<file path="src/common/rct_pkg.sv">
// shared constants and types of the reset cause tracker
`default_nettype none

package rct_pkg;

  // ------------------------------------------------------------------
  // register map (byte addresses, one aligned word each)
  // ------------------------------------------------------------------
  localparam logic [31:0] RCT_ADDR_CAUSE = 32'h0000_0000;
  localparam logic [31:0] RCT_ADDR_BKUP  = 32'h0000_0004;
  localparam logic [31:0] RCT_ADDR_CTRL  = 32'h0000_0008;
  localparam logic [31:0] RCT_ADDR_MASK  = 32'h0000_00fc;

  // ------------------------------------------------------------------
  // cause register layout
  // ------------------------------------------------------------------
  localparam int RCT_CAUSE_W                  = 8;
  localparam int RCT_BIT_POWER_ON             = 0;
  localparam int RCT_BIT_CORE_SUPPLY_BROWNOUT = 1;
  localparam int RCT_BIT_HIGH_SUPPLY_BROWNOUT = 2;
  localparam int RCT_BIT_UNUSED               = 3;
  localparam int RCT_BIT_PIN_RESET_FLAG       = 4;
  localparam int RCT_BIT_WATCHDOG_FLAG        = 5;
  localparam int RCT_BIT_SYS_REQUEST_FLAG     = 6;
  localparam int RCT_BIT_BACKUP               = 7;
  localparam logic [7:0] RCT_CAUSE_RST        = 8'h01;
  localparam logic [7:0] RCT_CAUSE_NONE       = 8'h00;

  // arbitration order, highest priority first
  localparam int RCT_NSRC = 7;
  localparam int RCT_PRIO [RCT_NSRC] = '{0, 2, 1, 4, 5, 6, 7};

  // ------------------------------------------------------------------
  // backup exit source layout
  // ------------------------------------------------------------------
  localparam int RCT_BKUP_W          = 3;
  localparam int RCT_BKUP_RTC        = 0;
  localparam int RCT_BKUP_EXT_WAKE   = 1;
  localparam int RCT_BKUP_BATT_SW    = 2;
  localparam logic [2:0] RCT_BKUP_RST = 3'h0;

  // ------------------------------------------------------------------
  // control register layout
  // ------------------------------------------------------------------
  localparam int RCT_CTRL_SYSREQ_BIT = 0;

  // ------------------------------------------------------------------
  // reset scope: one bit per group of domains
  // ------------------------------------------------------------------
  localparam int RCT_SCOPE_W     = 4;
  localparam int RCT_SCP_AON     = 0;
  localparam int RCT_SCP_CLKGEN  = 1;
  localparam int RCT_SCP_DEBUG   = 2;
  localparam int RCT_SCP_CORE    = 3;
  localparam logic [3:0] RCT_SCOPE_SUPPLY_FULL = 4'hf;
  localparam logic [3:0] RCT_SCOPE_CORE_BOD    = 4'he;
  localparam logic [3:0] RCT_SCOPE_PIN         = 4'hc;
  localparam logic [3:0] RCT_SCOPE_USER        = 4'h8;
  localparam logic [3:0] RCT_SCOPE_BACKUP      = 4'he;
  localparam logic [3:0] RCT_SCOPE_NONE        = 4'h0;

  // ------------------------------------------------------------------
  // timing and bus
  // ------------------------------------------------------------------
  localparam int RCT_HOLD_CYCLES_DEF = 16;
  localparam int RCT_CNT_W           = 16;
  localparam int RCT_HTRANS_ACT_BIT  = 1;

  typedef enum logic [1:0] {
    RCT_ST_RUN  = 2'b01,
    RCT_ST_HOLD = 2'b10
  } rct_state_t;

  // scope of domains reset by a one-hot cause
  function automatic logic [3:0] rct_scope_of(input logic [7:0] cause);
    logic [3:0] s;
    s = RCT_SCOPE_NONE;
    if (cause[RCT_BIT_POWER_ON] || cause[RCT_BIT_HIGH_SUPPLY_BROWNOUT]) begin
      s = RCT_SCOPE_SUPPLY_FULL;
    end else if (cause[RCT_BIT_CORE_SUPPLY_BROWNOUT]) begin
      s = RCT_SCOPE_CORE_BOD;
    end else if (cause[RCT_BIT_PIN_RESET_FLAG]) begin
      s = RCT_SCOPE_PIN;
    end else if (cause[RCT_BIT_WATCHDOG_FLAG] || cause[RCT_BIT_SYS_REQUEST_FLAG]) begin
      s = RCT_SCOPE_USER;
    end else if (cause[RCT_BIT_BACKUP]) begin
      s = RCT_SCOPE_BACKUP;
    end
    return s;
  endfunction

endpackage

`default_nettype wire

</file>
<file path="src/rtl/rct_reset_cause_tracker.sv">
// reset cause tracker: source classification, domain reset scope, cause record
//
// Implementation choice: register access over AHB-Lite.
`default_nettype none

module rct_reset_cause_tracker #(
  parameter int HOLD_CYCLES = rct_pkg::RCT_HOLD_CYCLES_DEF
) (
  input  wire logic                         sys_clk_i,
  input  wire logic                         rst_b_i,
  // reset request sources
  input  wire logic                         core_supply_brownout_i,
  input  wire logic                         high_supply_brownout_i,
  input  wire logic                         pin_reset_b_i,
  input  wire logic                         watchdog_req_i,
  input  wire logic                         sys_request_i,
  input  wire logic [rct_pkg::RCT_BKUP_W-1:0] backup_exit_src_i,
  // AHB-Lite slave
  input  wire logic                         hsel_i,
  input  wire logic [31:0]                  haddr_i,
  input  wire logic [1:0]                   htrans_i,
  input  wire logic [2:0]                   hsize_i,
  input  wire logic                         hwrite_i,
  input  wire logic [31:0]                  hwdata_i,
  input  wire logic                         hready_i,
  output logic      [31:0]                  hrdata_o,
  output logic                              hreadyout_o,
  output logic                              hresp_o,
  // domain resets, active low
  output logic                              aon_dom_rst_b_o,
  output logic                              clkgen_rst_b_o,
  output logic                              debug_rst_b_o,
  output logic                              core_rst_b_o,
  // status
  output logic                              reset_active_o,
  output logic      [rct_pkg::RCT_CAUSE_W-1:0] reset_source_record_o,
  output logic      [rct_pkg::RCT_BKUP_W-1:0]  backup_exit_source_o
);
  import rct_pkg::*;

  // ------------------------------------------------------------------
  // elaboration checks
  // ------------------------------------------------------------------
  if (HOLD_CYCLES < 1 || HOLD_CYCLES > (2 ** RCT_CNT_W) - 1) begin : g_chk_hold
    $error("rct_reset_cause_tracker: HOLD_CYCLES out of range");
  end

  localparam logic [RCT_CNT_W-1:0] HOLD_LAST = RCT_CNT_W'(HOLD_CYCLES - 1);

  // ------------------------------------------------------------------
  // state
  // ------------------------------------------------------------------
  rct_state_t                  state_r;
  rct_state_t                  state_nxt;
  logic [RCT_CAUSE_W-1:0]      cause_r;
  logic [RCT_CAUSE_W-1:0]      cause_nxt;
  logic [RCT_SCOPE_W-1:0]      scope_r;
  logic [RCT_SCOPE_W-1:0]      scope_nxt;
  logic [RCT_BKUP_W-1:0]       bkup_r;
  logic [RCT_BKUP_W-1:0]       bkup_nxt;
  logic [RCT_CNT_W-1:0]        cnt_r;
  logic [RCT_CNT_W-1:0]        cnt_nxt;
  logic                        sw_sysreq_r;
  logic                        sw_sysreq_nxt;
  logic [RCT_SCOPE_W-1:0]      dom_rst_b_r;
  logic                        active_r;

  // ------------------------------------------------------------------
  // bus front end
  // ------------------------------------------------------------------
  wire                         ctrl_wr;
  wire [31:0]                  bus_wdata;

  rct_ahb_slave u_ahb (
    .sys_clk_i   (sys_clk_i),
    .rst_b_i     (rst_b_i),
    .hsel_i      (hsel_i),
    .haddr_i     (haddr_i),
    .htrans_i    (htrans_i),
    .hsize_i     (hsize_i),
    .hwrite_i    (hwrite_i),
    .hwdata_i    (hwdata_i),
    .hready_i    (hready_i),
    .rd_cause_i  (cause_r),
    .rd_bkup_i   (bkup_r),
    .hrdata_o    (hrdata_o),
    .hreadyout_o (hreadyout_o),
    .hresp_o     (hresp_o),
    .ctrl_wr_o   (ctrl_wr),
    .wdata_o     (bus_wdata)
  );

  // software system request: a one-cycle pulse per write of the bit
  assign sw_sysreq_nxt = ctrl_wr & bus_wdata[RCT_CTRL_SYSREQ_BIT];

  // ------------------------------------------------------------------
  // request vector, one bit per cause position
  // ------------------------------------------------------------------
  wire                         bkup_any = |backup_exit_src_i;
  wire [RCT_CAUSE_W-1:0]       req_vec;

  assign req_vec[RCT_BIT_POWER_ON]             = 1'b0;
  assign req_vec[RCT_BIT_CORE_SUPPLY_BROWNOUT] = core_supply_brownout_i;
  assign req_vec[RCT_BIT_HIGH_SUPPLY_BROWNOUT] = high_supply_brownout_i;
  assign req_vec[RCT_BIT_UNUSED]               = 1'b0;
  assign req_vec[RCT_BIT_PIN_RESET_FLAG]       = ~pin_reset_b_i;
  assign req_vec[RCT_BIT_WATCHDOG_FLAG]        = watchdog_req_i;
  assign req_vec[RCT_BIT_SYS_REQUEST_FLAG]     = sys_request_i | sw_sysreq_r;
  assign req_vec[RCT_BIT_BACKUP]               = bkup_any;

  wire                         req_any = |req_vec;
  wire                         in_hold = (state_r == RCT_ST_HOLD);

  // ------------------------------------------------------------------
  // arbitration: during a hold the current cause competes too, so only
  // a higher-priority source can replace it
  // ------------------------------------------------------------------
  wire [RCT_CAUSE_W-1:0]       arb_in = req_vec | (in_hold ? cause_r : RCT_CAUSE_NONE);
  wire [RCT_CAUSE_W-1:0]       grant;

  rct_src_arbiter #(
    .WIDTH (RCT_CAUSE_W)
  ) u_arb (
    .req_i   (arb_in),
    .grant_o (grant)
  );

  wire                         upgrade   = in_hold && (grant != cause_r);
  wire [RCT_SCOPE_W-1:0]       grant_scp = rct_scope_of(grant);
  wire                         hold_done = (cnt_r == HOLD_LAST);

  // ------------------------------------------------------------------
  // sequencer
  // ------------------------------------------------------------------
  always_comb begin
    state_nxt = state_r;
    cause_nxt = cause_r;
    scope_nxt = scope_r;
    cnt_nxt   = cnt_r;
    case (state_r)
      RCT_ST_RUN: begin
        if (req_any) begin
          state_nxt = RCT_ST_HOLD;
          cause_nxt = grant;
          scope_nxt = grant_scp;
          cnt_nxt   = '0;
        end
      end
      RCT_ST_HOLD: begin
        if (upgrade) begin
          cause_nxt = grant;
          scope_nxt = scope_r | grant_scp;
          cnt_nxt   = '0;
        end else if (req_any) begin
          cnt_nxt   = '0;
        end else if (hold_done) begin
          state_nxt = RCT_ST_RUN;
          scope_nxt = RCT_SCOPE_NONE;
          cnt_nxt   = '0;
        end else begin
          cnt_nxt   = cnt_r + RCT_CNT_W'(1);
        end
      end
      default: begin
        state_nxt = RCT_ST_HOLD;
        cause_nxt = RCT_CAUSE_RST;
        scope_nxt = RCT_SCOPE_SUPPLY_FULL;
        cnt_nxt   = '0;
      end
    endcase
  end

  // ------------------------------------------------------------------
  // backup exit source record: kept only while the cause is backup
  // ------------------------------------------------------------------
  wire                         entering = (state_r == RCT_ST_RUN) && req_any;
  wire [RCT_BKUP_W-1:0]        bkup_base = entering ? RCT_BKUP_RST : bkup_r;

  assign bkup_nxt = cause_nxt[RCT_BIT_BACKUP] ?
                    (bkup_base | backup_exit_src_i) : RCT_BKUP_RST;

  // ------------------------------------------------------------------
  // registers; rst_b_i is the power-on reset of the always-on domain
  // ------------------------------------------------------------------
  always_ff @(posedge sys_clk_i or negedge rst_b_i) begin
    if (!rst_b_i) begin
      state_r <= RCT_ST_HOLD;
      cnt_r   <= '0;
    end else begin
      state_r <= state_nxt;
      cnt_r   <= cnt_nxt;
    end
  end

  always_ff @(posedge sys_clk_i or negedge rst_b_i) begin
    if (!rst_b_i) begin
      cause_r <= RCT_CAUSE_RST;
      bkup_r  <= RCT_BKUP_RST;
    end else begin
      cause_r <= cause_nxt;
      bkup_r  <= bkup_nxt;
    end
  end

  always_ff @(posedge sys_clk_i or negedge rst_b_i) begin
    if (!rst_b_i) begin
      scope_r     <= RCT_SCOPE_SUPPLY_FULL;
      sw_sysreq_r <= 1'b0;
    end else begin
      scope_r     <= scope_nxt;
      sw_sysreq_r <= sw_sysreq_nxt;
    end
  end

  // ------------------------------------------------------------------
  // domain reset outputs follow the next scope so that they assert at
  // the same edge that samples the request
  // ------------------------------------------------------------------
  wire [RCT_SCOPE_W-1:0]       dom_rst_b_nxt = ~scope_nxt;

  always_ff @(posedge sys_clk_i or negedge rst_b_i) begin
    if (!rst_b_i) begin
      dom_rst_b_r <= ~RCT_SCOPE_SUPPLY_FULL;
      active_r    <= 1'b1;
    end else begin
      dom_rst_b_r <= dom_rst_b_nxt;
      active_r    <= (state_nxt == RCT_ST_HOLD);
    end
  end

  // always-on group: only power-on and high-supply brown-out
  assign aon_dom_rst_b_o = dom_rst_b_r[RCT_SCP_AON];
  // clock generator with write lock: kept over user resets
  assign clkgen_rst_b_o  = dom_rst_b_r[RCT_SCP_CLKGEN];
  // debug: kept over watchdog and system request
  assign debug_rst_b_o   = dom_rst_b_r[RCT_SCP_DEBUG];
  // everything else, backup exit included
  assign core_rst_b_o    = dom_rst_b_r[RCT_SCP_CORE];

  // ------------------------------------------------------------------
  // status outputs
  // ------------------------------------------------------------------
  assign reset_active_o        = active_r;
  assign reset_source_record_o = cause_r;
  assign backup_exit_source_o  = bkup_r;

endmodule

`default_nettype wire

</file>
<file path="src/rtl/rct_src_arbiter.sv">
// fixed-priority one-hot selection of reset sources
`default_nettype none

module rct_src_arbiter #(
  parameter int WIDTH = 8
) (
  input  wire logic [WIDTH-1:0] req_i,
  output logic      [WIDTH-1:0] grant_o
);
  import rct_pkg::*;

  // ------------------------------------------------------------------
  // elaboration check
  // ------------------------------------------------------------------
  if (WIDTH != rct_pkg::RCT_CAUSE_W) begin : g_chk
    $error("rct_src_arbiter: WIDTH must equal the cause width");
  end

  // ------------------------------------------------------------------
  // priority walk, lowest first so the highest wins
  // ------------------------------------------------------------------
  always_comb begin
    grant_o = '0;
    for (int i = RCT_NSRC - 1; i >= 0; i--) begin
      if (req_i[RCT_PRIO[i]]) begin
        grant_o = '0;
        grant_o[RCT_PRIO[i]] = 1'b1;
      end
    end
  end

endmodule

`default_nettype wire

</file>
<file path="src/rtl/rct_ahb_slave.sv">
// AHB-Lite slave front end with zero wait states
`default_nettype none

module rct_ahb_slave (
  input  wire logic        sys_clk_i,
  input  wire logic        rst_b_i,
  input  wire logic        hsel_i,
  input  wire logic [31:0] haddr_i,
  input  wire logic [1:0]  htrans_i,
  input  wire logic [2:0]  hsize_i,
  input  wire logic        hwrite_i,
  input  wire logic [31:0] hwdata_i,
  input  wire logic        hready_i,
  input  wire logic [7:0]  rd_cause_i,
  input  wire logic [2:0]  rd_bkup_i,
  output logic      [31:0] hrdata_o,
  output logic             hreadyout_o,
  output logic             hresp_o,
  output logic             ctrl_wr_o,
  output logic      [31:0] wdata_o
);
  import rct_pkg::*;

  // ------------------------------------------------------------------
  // address phase decode
  // ------------------------------------------------------------------
  wire        addr_ph  = hsel_i & htrans_i[RCT_HTRANS_ACT_BIT] & hready_i;
  wire [31:0] word_adr = haddr_i & RCT_ADDR_MASK;
  wire        hit_cause = (word_adr == RCT_ADDR_CAUSE);
  wire        hit_bkup  = (word_adr == RCT_ADDR_BKUP);
  wire        hit_ctrl  = (word_adr == RCT_ADDR_CTRL);
  wire        size_ok   = (hsize_i == 3'h2);
  wire [31:0] rd_mux    = hit_cause ? {24'h00_0000, rd_cause_i} :
                          hit_bkup  ? {29'h0000_0000, rd_bkup_i} : 32'h0000_0000;

  logic        wr_ctrl_r;
  logic [31:0] hrdata_r;

  // ------------------------------------------------------------------
  // data phase registers
  // ------------------------------------------------------------------
  always_ff @(posedge sys_clk_i or negedge rst_b_i) begin
    if (!rst_b_i) begin
      wr_ctrl_r <= 1'b0;
      hrdata_r  <= 32'h0000_0000;
    end else begin
      wr_ctrl_r <= addr_ph & hwrite_i & hit_ctrl & size_ok;
      if (addr_ph && !hwrite_i) begin
        hrdata_r <= rd_mux;
      end
    end
  end

  always_ff @(posedge sys_clk_i or negedge rst_b_i) begin
    if (!rst_b_i) begin
      hreadyout_o <= 1'b1;
      hresp_o     <= 1'b0;
    end else begin
      hreadyout_o <= 1'b1;
      hresp_o     <= 1'b0;
    end
  end

  assign hrdata_o  = hrdata_r;
  assign ctrl_wr_o = wr_ctrl_r;
  assign wdata_o   = hwdata_i;

endmodule

`default_nettype wire

</file>
<file path="config.mk">
export PLATFORM = sky130hd
export DESIGN_NAME = rct_reset_cause_tracker
export DESIGN_NICKNAME = d
export VERILOG_FILES = /design/src/common/rct_pkg.sv /design/src/rtl/rct_reset_cause_tracker.sv /design/src/rtl/rct_src_arbiter.sv /design/src/rtl/rct_ahb_slave.sv
export SDC_FILE = /design/constraint.sdc
export NUM_CORES = 1
export LEC_CHECK = 0
export BUFFER_PORTS_ARGS = -buffer_cell sky130_fd_sc_hd__clkbuf_2
export CAP_MARGIN = 20
export CORE_MARGIN = 2
export CORE_UTILIZATION = 45
export DETAILED_ROUTE_END_ITERATION = 8
export PLACE_DENSITY = 0.76
export SLEW_MARGIN = 20
export SYNTH_ARGS = -nofsm -noshare
export SYNTH_HDL_FRONTEND = slang
export SYNTH_HIERARCHICAL = 1
export SYNTH_SLANG_ARGS = --single-unit
</file>
<file path="constraint.sdc">
create_clock -name sys_clk_i -period 4.6 [get_ports sys_clk_i]
set_input_delay 0.92 -clock sys_clk_i [delete_from_list [all_inputs] [get_ports sys_clk_i]]
set_output_delay 0.92 -clock sys_clk_i [all_outputs]
set_load 0.03 [all_outputs]
</file>
## Yosys cells after proc, flatten, opt, wreduce, memory -nomap -nowiden

Cells that the tools add are included.

- $add $sub $neg: 1
- Eq/ne operators: 10
- Multiplexer cells: 35
- Bitwise gates (word level): 12
- Reduce and logical (&&, ||, !) cells: 10

Operators by type and width:

| operator | number |
|---|---|
| 8-bit 2-to-1 mux | 10 |
| 16-bit 2-to-1 mux | 4 |
| 4-bit 2-to-1 mux | 9 |
| 32-bit logical NOT | 1 |
| 32-bit 2-to-1 mux | 1 |
| 16-bit case mux with 2 select lines | 1 |
| 16-bit by 1-bit adder with 16-bit output, second input constant | 1 |
| 16-bit by 4-bit equality test with 1-bit output, second input constant | 1 |
| 8-bit case mux with 2 select lines | 1 |
| 3-bit 2-to-1 mux | 3 |
| 2-bit 2-to-1 mux | 4 |
| 8-bit != test | 1 |
| 8-bit OR | 1 |
| 4-bit case mux with 2 select lines | 1 |
| 8-bit OR reduction | 1 |
| 1-bit bitwise AND | 6 |
| 6-bit by 1-bit equality test with 1-bit output, second input constant | 1 |
| 6-bit by 2-bit equality test with 1-bit output, second input constant | 1 |
| 2-bit equality test, second input constant | 2 |
| 4-bit inverter | 1 |
| 4-bit OR | 1 |
| 2-bit case mux with 2 select lines | 1 |
| 3-bit by 2-bit equality test with 1-bit output, second input constant | 1 |
| 1-bit logical AND | 3 |
| other kinds (10) | 11 |

- Register bits after elaboration: 72
- Input bits: 82

## Logic depth before layout (Yosys ltp)

Gate-level depths: netlist of run 1.

- Word-level depth: 19
- Mapped depth: 12
- Gate-level depth less buffers: 11

## Hierarchy

Netlist of run 1, hierarchy kept.

Modules (own cells, without submodules):

| module | times used | cells each | area each (µm²) | sequential area each (µm²) |
|---|---|---|---|---|
| rct_reset_cause_tracker | 1 | 228 | 2204.6 | 984.7 |
| rct_ahb_slave | 1 | 102 | 887.1 | 225.2 |
| rct_src_arbiter | 1 | 11 | 85.1 | 0.0 |

## Worst setup path after synthesis of run 1

OpenSTA, ideal clock, no wires.

- Path kind: register to register
- Start: register state_r[0]
- End: register cause_r[0] (netlist: reset_source_record_o[0])
- Library setup time: 0.082 ns
- Arrival: 3.221 ns
- Required time: 4.518 ns
- Path slack: 1.296 ns
- Stages on the path, launching flop included: 12
- Period minus slack after synthesis: 3.304 ns
- Path through: dfrtp_1 > inv_1 > ha_1 > clkbuf_1 > and2_1 > or4_4 > nor4b_2 > xor2_1 > nor4_2 > nand2_2 > o21ai_4 > mux2_4

- Elaborated cells on any way between the ends: 19
- Those cells by class: 5 x eq/ne; 11 x mux; 1 x bitwise; 2 x reduce/logical

RTL lines:

| element | RTL line | source |
|---|---|---|
| start: declaration | rct_reset_cause_tracker.sv:53 | `rct_state_t state_r;` |
| start signal: assignment | rct_reset_cause_tracker.sv:190 | `state_r <= state_nxt;` |
| 2-bit equality test | rct_reset_cause_tracker.sv:112 | `wire in_hold = (state_r == RCT_ST_HOLD);` |
| 8-bit 2-to-1 mux | rct_reset_cause_tracker.sv:118 | `wire [RCT_CAUSE_W-1:0] arb_in = req_vec \| (in_hold ? cause_r : RCT_CAUSE_NONE);` |
| 8-bit OR | rct_reset_cause_tracker.sv:118 |  |
| net arb_in[0] | rct_reset_cause_tracker.sv:118 |  |
| 8-bit 2-to-1 mux | rct_src_arbiter.sv:25 | `if (req_i[RCT_PRIO[i]]) begin` |
| net grant[7] | rct_reset_cause_tracker.sv:119 | `wire [RCT_CAUSE_W-1:0] grant;` |
| 8-bit != test | rct_reset_cause_tracker.sv:128 | `wire upgrade = in_hold && (grant != cause_r);` |
| 1-bit logical AND | rct_reset_cause_tracker.sv:128 |  |
| 2-bit by 1-bit != test with 1-bit output (no source line) | -- |  |
| 2-bit AND reduction (no source line) | -- |  |
| end signal: assignment | rct_reset_cause_tracker.sv:200 | `cause_r <= cause_nxt;` |
| end: declaration | rct_reset_cause_tracker.sv:55 | `logic [RCT_CAUSE_W-1:0] cause_r;` |

The timed path passes the listed nets, and every way through them passes these cells. The select of a mux whose other input is x is not followed.
A chain may end at the register's enable or synchronous reset.

## Worst setup path in the final report of run 1

Same ends and word-level chain as after synthesis.

==> flow_metrics.env, run 1 <==
export IMPL_cts_root_buffer="clkbuf_8"
export IMPL_switching_share_pct=41.5
export IMPL_grt_pass1_wl_mm=10.7
export IMPL_intPower_mw=0.792
export IMPL_cap_violations=0
export IMPL_p_leak_nw=1.50
export IMPL_crit_path_end_kind="register"
export IMPL_placed_cells=425
export IMPL_start_util_pct=46.3
export IMPL_multi_input_area_um2=1520
export IMPL_dieWidth_um=84.8
export IMPL_grt_pass1_vias=2322
export IMPL_setup_tns_ns=0
export IMPL_pwr_share_clk_pct=18.5
export IMPL_rows=29
export IMPL_finalCritPeriodShare_pct=84.0
export IMPL_rsz0062_at_grt="no"
export IMPL_grt_max_degree=49
export IMPL_clockBufferDepth=2
export IMPL_cts_hold_buffers=0
export IMPL_timing_hold_violations_final=0
export IMPL_vdd_drop_max_v=0.000236
export IMPL_syn_instance_count=309
export IMPL_ff_latch_area_um2=1210
export IMPL_setup_slack_ns=0.737
export IMPL_gp_congestion=0.893
export IMPL_areaGrowthSynthToFinish_pct=9.96
export IMPL_cts_setup_buffers=0
export IMPL_clkLatencyLatePin_ns=0.31
export IMPL_yosys_warnings=6
export IMPL_antenna_found_initial=0
export IMPL_worst_slew_pin_slew_ns=0.608
export IMPL_routed_wl_mm=6.10
export IMPL_final_cells=433
export IMPL_htreeDepth=2
export IMPL_finClkSkew_ns=0.0116
export IMPL_start_kind="register"
export IMPL_drt_iter0_drc=106
export IMPL_finalNetCount=440
export IMPL_cts_resized=0
export IMPL_p_per_area_nw_per_um2=419
export IMPL_gr_total_overflow=0
export IMPL_relSlewSlack_pct=59.5
export IMPL_num_io_pins=132
export IMPL_finalMaxSlewViolations=0
export IMPL_r2r_cells=10
export IMPL_grt_usage_pct=18.2
export IMPL_status="finished clean"
export IMPL_layout_min_cycle_time_ns=3.86
export IMPL_drc=0
export IMPL_drive_gt1_share_pct=24.7
export IMPL_combPwrFrac_pct=41.6
export IMPL_core_region_area_um2=6350
export IMPL_vias=2351
export IMPL_syn_area_um2=2940
export IMPL_cts_buffers=5
export IMPL_dp_slack_ns=0.839
export IMPL_die_area_um2=7200
export IMPL_crit_type="register to register"
export IMPL_dr_pass1_iters=4
export IMPL_place_hpwl_mm=4.55
export IMPL_wl_per_cell_um=14.1
export IMPL_fmax_ghz=0.259
export IMPL_worstHoldPathCells=1
export IMPL_power_switching_mw=0.562
export IMPL_die_y_um=84.8
export IMPL_crit_fanout=15
export IMPL_clk_pin_slew_worst_paths_ns=0.09
export IMPL_arrival_ns=4.11
export IMPL_cts_tree="done"
export IMPL_ant_nets=0
export IMPL_crit_required_ns=4.84
export IMPL_fillers=598
export IMPL_cts_sinks=48
export IMPL_pwr_share_seq_pct=39.9
export IMPL_setup_viol=0
export IMPL_hold_path_class="register to register"
export IMPL_vias_per_cell=5.43
export IMPL_antenna_cells=0
export IMPL_io_buffers=47
export IMPL_avgSynthCellArea_um2=9.52
==> worst paths after layout <==
check | start | to | slack [ns]
setup reg to reg | state_r[0]$_DFF_PN0_ | reset_source_record_o[0]$_DFFE_PN1P_ | 0.74
setup / recovery | state_r[0]$_DFF_PN0_ | reset_source_record_o[0]$_DFFE_PN1P_ | 0.74
hold / removal | u_ahb/ctrl_wr_o$_DFF_PN0_ | sw_sysreq_r$_DFF_PN0_ | 0.46
max in group asynchronous | rst_b_i | reset_source_record_o[5]$_DFFE_PN0P_ | 3.48
min in group asynchronous | rst_b_i | u_ahb/hrdata_o[1]$_DFFE_PN0P_ | 0.70
hold reg to reg | u_ahb/ctrl_wr_o$_DFF_PN0_ | sw_sysreq_r$_DFF_PN0_ | 0.46
==> final cells by class <==
type / count / area share (%)
flip-flops and latches: 48 / 37.4
repair buffers: 51 / 8.20
clock inverters: 2 / 0.503
inverters: 13 / 1.51
well taps: 77 / 2.98
multi-input cells: 236 / 47.1
clock buffers: 6 / 2.24
==> cells in the final DEF, fill, tap and decap left out, types with 4 or more instances in the layout <==
| master | count |
|---|---|
| a21o_1 | 6 |
| a21oi_1 | 8 |
| and2_1 | 5 |
| and3_1 | 5 |
| and4_1 | 5 |
| buf_4 | 4 |
| clkbuf_2 | 47 |
| clkbuf_8 | 5 |
| conb_1 | 27 |
| dfrtp_1 | 41 |
| dfstp_2 | 7 |
| inv_1 | 12 |
| mux2i_1 | 9 |
| nand2_1 | 37 |
| nand3_1 | 5 |
| nand4_1 | 9 |
| nand4b_1 | 4 |
| nor2_1 | 17 |
| nor4_1 | 5 |
| o211ai_1 | 5 |
| o21ai_0 | 6 |
| o21ai_1 | 6 |
| xor2_1 | 14 |
==> through the flow <==
| step | hold WS [ns] | area, um^2 | utilization, % | total power [mW] |
|---|---|---|---|---|
| 5_1_grt | 0.491 | 3230 | 50.9 | 1.44 |
| 6_report | 0.464 | 3230 | 50.9 | 1.35 |
| 4_1_cts | 0.474 | 3230 | 50.9 | 1.36 |
| 3_3_place_gp | 0.451 | 3140 | 49.5 | 1.09 |
| 3_5_place_dp | 0.455 | 3140 | 49.5 | 1.11 |
| 2_1_floorplan | 0.434 | 3030 | - | 0.986 |
==> routing by layer <==
| metal | vias to the layer above | track usage (%) | routed length [um] |
|---|---|---|---|
| li1 | 1134 | - | - |
| met1 | 1161 | 23.8 | 2770 |
| met2 | 46 | 30.1 | 3050 |
| met3 | 10 | 2.92 | 180 |
| met4 | 0 | 7.79 | 98 |
| met5 | - | 0 | 0 |
==> power by group through the flow <==
stage	logic [mW]	registers, mW	clock network, mW
2_1_floorplan	0.380	0.606	0
3_3_place_gp	0.543	0.547	0
3_5_place_dp	0.557	0.548	0
4_1_cts	0.558	0.540	0.263
5_1_grt	0.613	0.546	0.280
6_report	0.563	0.540	0.251
==> critical path, stage by stage, from the launching register on <==
cell     delay [ns]
dfrtp_1        0.37
inv_1          0.07
ha_1           0.39
and2_1         0.34
or4_4          0.60
nor4b_2        0.46
xor2_1         0.16
nor4_2         0.51
nand2_2        0.20
o21ai_4        0.35
mux2_4         0.33
==> sequential cells by signal, summed over array words and instances (netlist names) <==
register               cells
u_ahb/ctrl_wr_o            1
sw_sysreq_r                1
dom_rst_b_r                4
u_ahb/hrdata_o             8
reset_source_record_o      8
reset_active_o             1
backup_exit_source_o       3
scope_r                    4
state_r                    2
cnt_r                     16
(Power assumes the default switching activity.)
==> run 2: changes to the inputs <==
- CORE_UTILIZATION: 45 -> 44
- PLACE_DENSITY: 0.76 -> 0.77
- clock period: 4.6 -> 3.35 ns (I/O delays scaled with it)
==> run 2 against run 1 <==
- clock skew is 0.0050 ns lower
- combinational power is 53% higher
- global-route usage is 0.73 points higher
- sequential share of layout area is 1.8 points lower
- die area is 2.2% higher
- non-clock buffer count is 9 higher
- clock power is 130% higher
- sequential cell count stayed put
- via count is 4.8% higher
- design area is 5.1% higher
- sequential power is 38% higher
- power is 61% higher
- critical path type unchanged
- largest power group unchanged
==> flow_metrics.env, run 2 (synthesis gave the netlist of run 1 again) <==
export IMPL_p_per_area_nw_per_um2=642
export IMPL_layout_min_cycle_time_ns=3.27
export IMPL_grt_pass1_wl_mm=11.1
export IMPL_place_hpwl_mm=4.97
export IMPL_antenna_cells=0
export IMPL_cts_sinks=48
export IMPL_status="finished clean"
export IMPL_crit_fanout=6
export IMPL_combPwrFrac_pct=39.6
export IMPL_power_mw=2.18
export IMPL_gr_total_overflow=0
export IMPL_intPower_mw=1.37
export IMPL_antenna_found_initial=0
export IMPL_grt_max_degree=29
export IMPL_final_common_cell="clkbuf_2"
export IMPL_finClkSkew_ns=0.00662
export IMPL_pwr_share_clk_pct=26.4
export IMPL_final_cell_mix="47 x clkbuf_2, 41 x dfrtp_1, 37 x nand2_1, 27 x conb_1, 17 x nor2_1"
export IMPL_finalMaxSlewViolations=0
export IMPL_p_leak_nw=1.60
export IMPL_crit_type="register to register"
export IMPL_finalNetCount=449
export IMPL_cts_buffers=5
export IMPL_grt_pass1_vias=2328
export IMPL_worst_slew_pin_slew_ns=0.626
export IMPL_crit_required_ns=3.58
export IMPL_gp_congestion=0.945
export IMPL_die_area_um2=7350
export IMPL_clkLatencyLatePin_ns=0.31
export IMPL_timing_hold_violations_final=0
export IMPL_fmax_ghz=0.306
export IMPL_top_register="cnt_r"
export IMPL_vias_per_cell=5.57
export IMPL_wl_per_cell_um=15.1
export IMPL_hold_path_class="primary input to async pin"
export IMPL_clk_pin_slew_worst_paths_ns=0.09
export IMPL_core_region_area_um2=6420
export IMPL_pwr_share_seq_pct=34.0
export IMPL_switching_share_pct=37.4
export IMPL_cap_violations=0
export IMPL_cts_hold_buffers=0
export IMPL_fillers=581
export IMPL_start_kind="register"
export IMPL_relSlewSlack_pct=58.2
export IMPL_areaGrowthSynthToFinish_pct=15.5
export IMPL_vdd_drop_max_v=0.000400
export IMPL_num_io_pins=132
export IMPL_clockBufferDepth=2
export IMPL_placed_cells=433
export IMPL_final_area_um2=3400
export IMPL_r2r_slack_ns=0.08
export IMPL_die_y_um=85.7
export IMPL_arrival_ns=3.50
export IMPL_cts_root_buffer="clkbuf_8"
export IMPL_setup_viol=0
export IMPL_setup_tns_ns=0
export IMPL_drt_iter0_drc=165
export IMPL_post_dp_cell_area_um2=3200
export IMPL_dieWidth_um=85.7
export IMPL_power_switching_mw=0.816
export IMPL_crit_path_end_kind="register"
export IMPL_timing_rr_start="state_r[0]$_DFF_PN0_"
export IMPL_htreeDepth=2
export IMPL_ant_nets=0
export IMPL_drc=0
export IMPL_grt_usage_pct=18.9
export IMPL_vias=2463
export IMPL_dr_pass1_iters=6
export IMPL_routed_wl_mm=6.69
export IMPL_rows=29
export IMPL_io_buffers=47
export IMPL_final_cells=442
export IMPL_drive_gt1_share_pct=27.1
export IMPL_finalCritPeriodShare_pct=97.5
export IMPL_largest_register_ffs=16
export IMPL_start_util_pct=45.8
export IMPL_crit_start="state_r[0]$_DFF_PN0_"
export IMPL_cts_tree="done"
==> run 2: cell count changes in the layout (fill, tap and decap cells not counted), sizes merged <==
cell      previous run  this run
clkbuf              53        52
buf                  4        13
clkinv               1         0
bufinv               0         3
clkinvlp             1         0
==> run 2: layout make-up <==
type	count	area [um^2]	area share [%]
clock buffer	5	68.8	2.03
clock inverter	3	90.1	2.65
inverter	13	48.8	1.44
multi-input combinational	236	1550	45.5
sequential	48	1210	35.6
tap	77	96.3	2.84
timing repair buffer	60	337	9.91
==> run 2: metrics by stage <==
stage          hold WS (ns)  setup slack (ns)  util, %
2_1_floorplan         0.374            0.0464        -
3_3_place_gp          0.463             0.194     49.9
3_5_place_dp          0.457            0.0656     49.9
4_1_cts               0.344            0.0135     52.4
5_1_grt               0.369           -0.0656     52.9
6_report              0.330            0.0845     52.9
==> run 2: worst paths after layout <==
path / endpoint / cells past startpoint
max: reset_source_record_o[1]$_DFFE_PN0P_ / 12
min: u_ahb/hrdata_o[5]$_DFFE_PN0P_ / 1
max reg2reg: reset_source_record_o[1]$_DFFE_PN0P_ / 12
min reg2reg: sw_sysreq_r$_DFF_PN0_ / 1
max in group asynchronous: scope_r[0]$_DFF_PN1_ / 2
min in group sys_clk_i: sw_sysreq_r$_DFF_PN0_ / 1
==> run 2: routing by layer <==
metal / global-route usage [%] / wire length [um] / up-vias
met2: 30.2 / 3360 / 78
li1: - / - / 1152
met1: 25.9 / 2910 / 1223
met4: 6.78 / 96 / 0
met3: 3.46 / 321 / 10
met5: 0 / 0 / -
==> run 2: critical path: stages, from the launching register on <==
cell and delay [ns]:
dfrtp_1 0.37, inv_1 0.06, ha_1 0.28, and2_1 0.21
or4_4 0.57, nor4b_4 0.36, xor2_1 0.13, nor4_2 0.35
buf_4 0.20, nand2_2 0.11, o21ai_4 0.19, buf_6 0.17
mux2i_1 0.20
==> run 2: power by group through the flow <==
stage | Combinational (mW) | Sequential [mW] | Clock [mW]
CTS | 0.821 | 0.743 | 0.587
global placement | 0.795 | 0.750 | 0
floorplan | 0.521 | 0.832 | 0
global route | 0.935 | 0.754 | 0.614
detailed placement | 0.811 | 0.753 | 0
finish | 0.863 | 0.743 | 0.576
==> run 2: what timing repair did <==
action | 4_1_cts | 5_1_grt
setup buffers | 0 | 1
gates resized for setup | 0 | 4
setup endpoints to repair | 0 | 28
hold endpoints to repair | 0 | 0
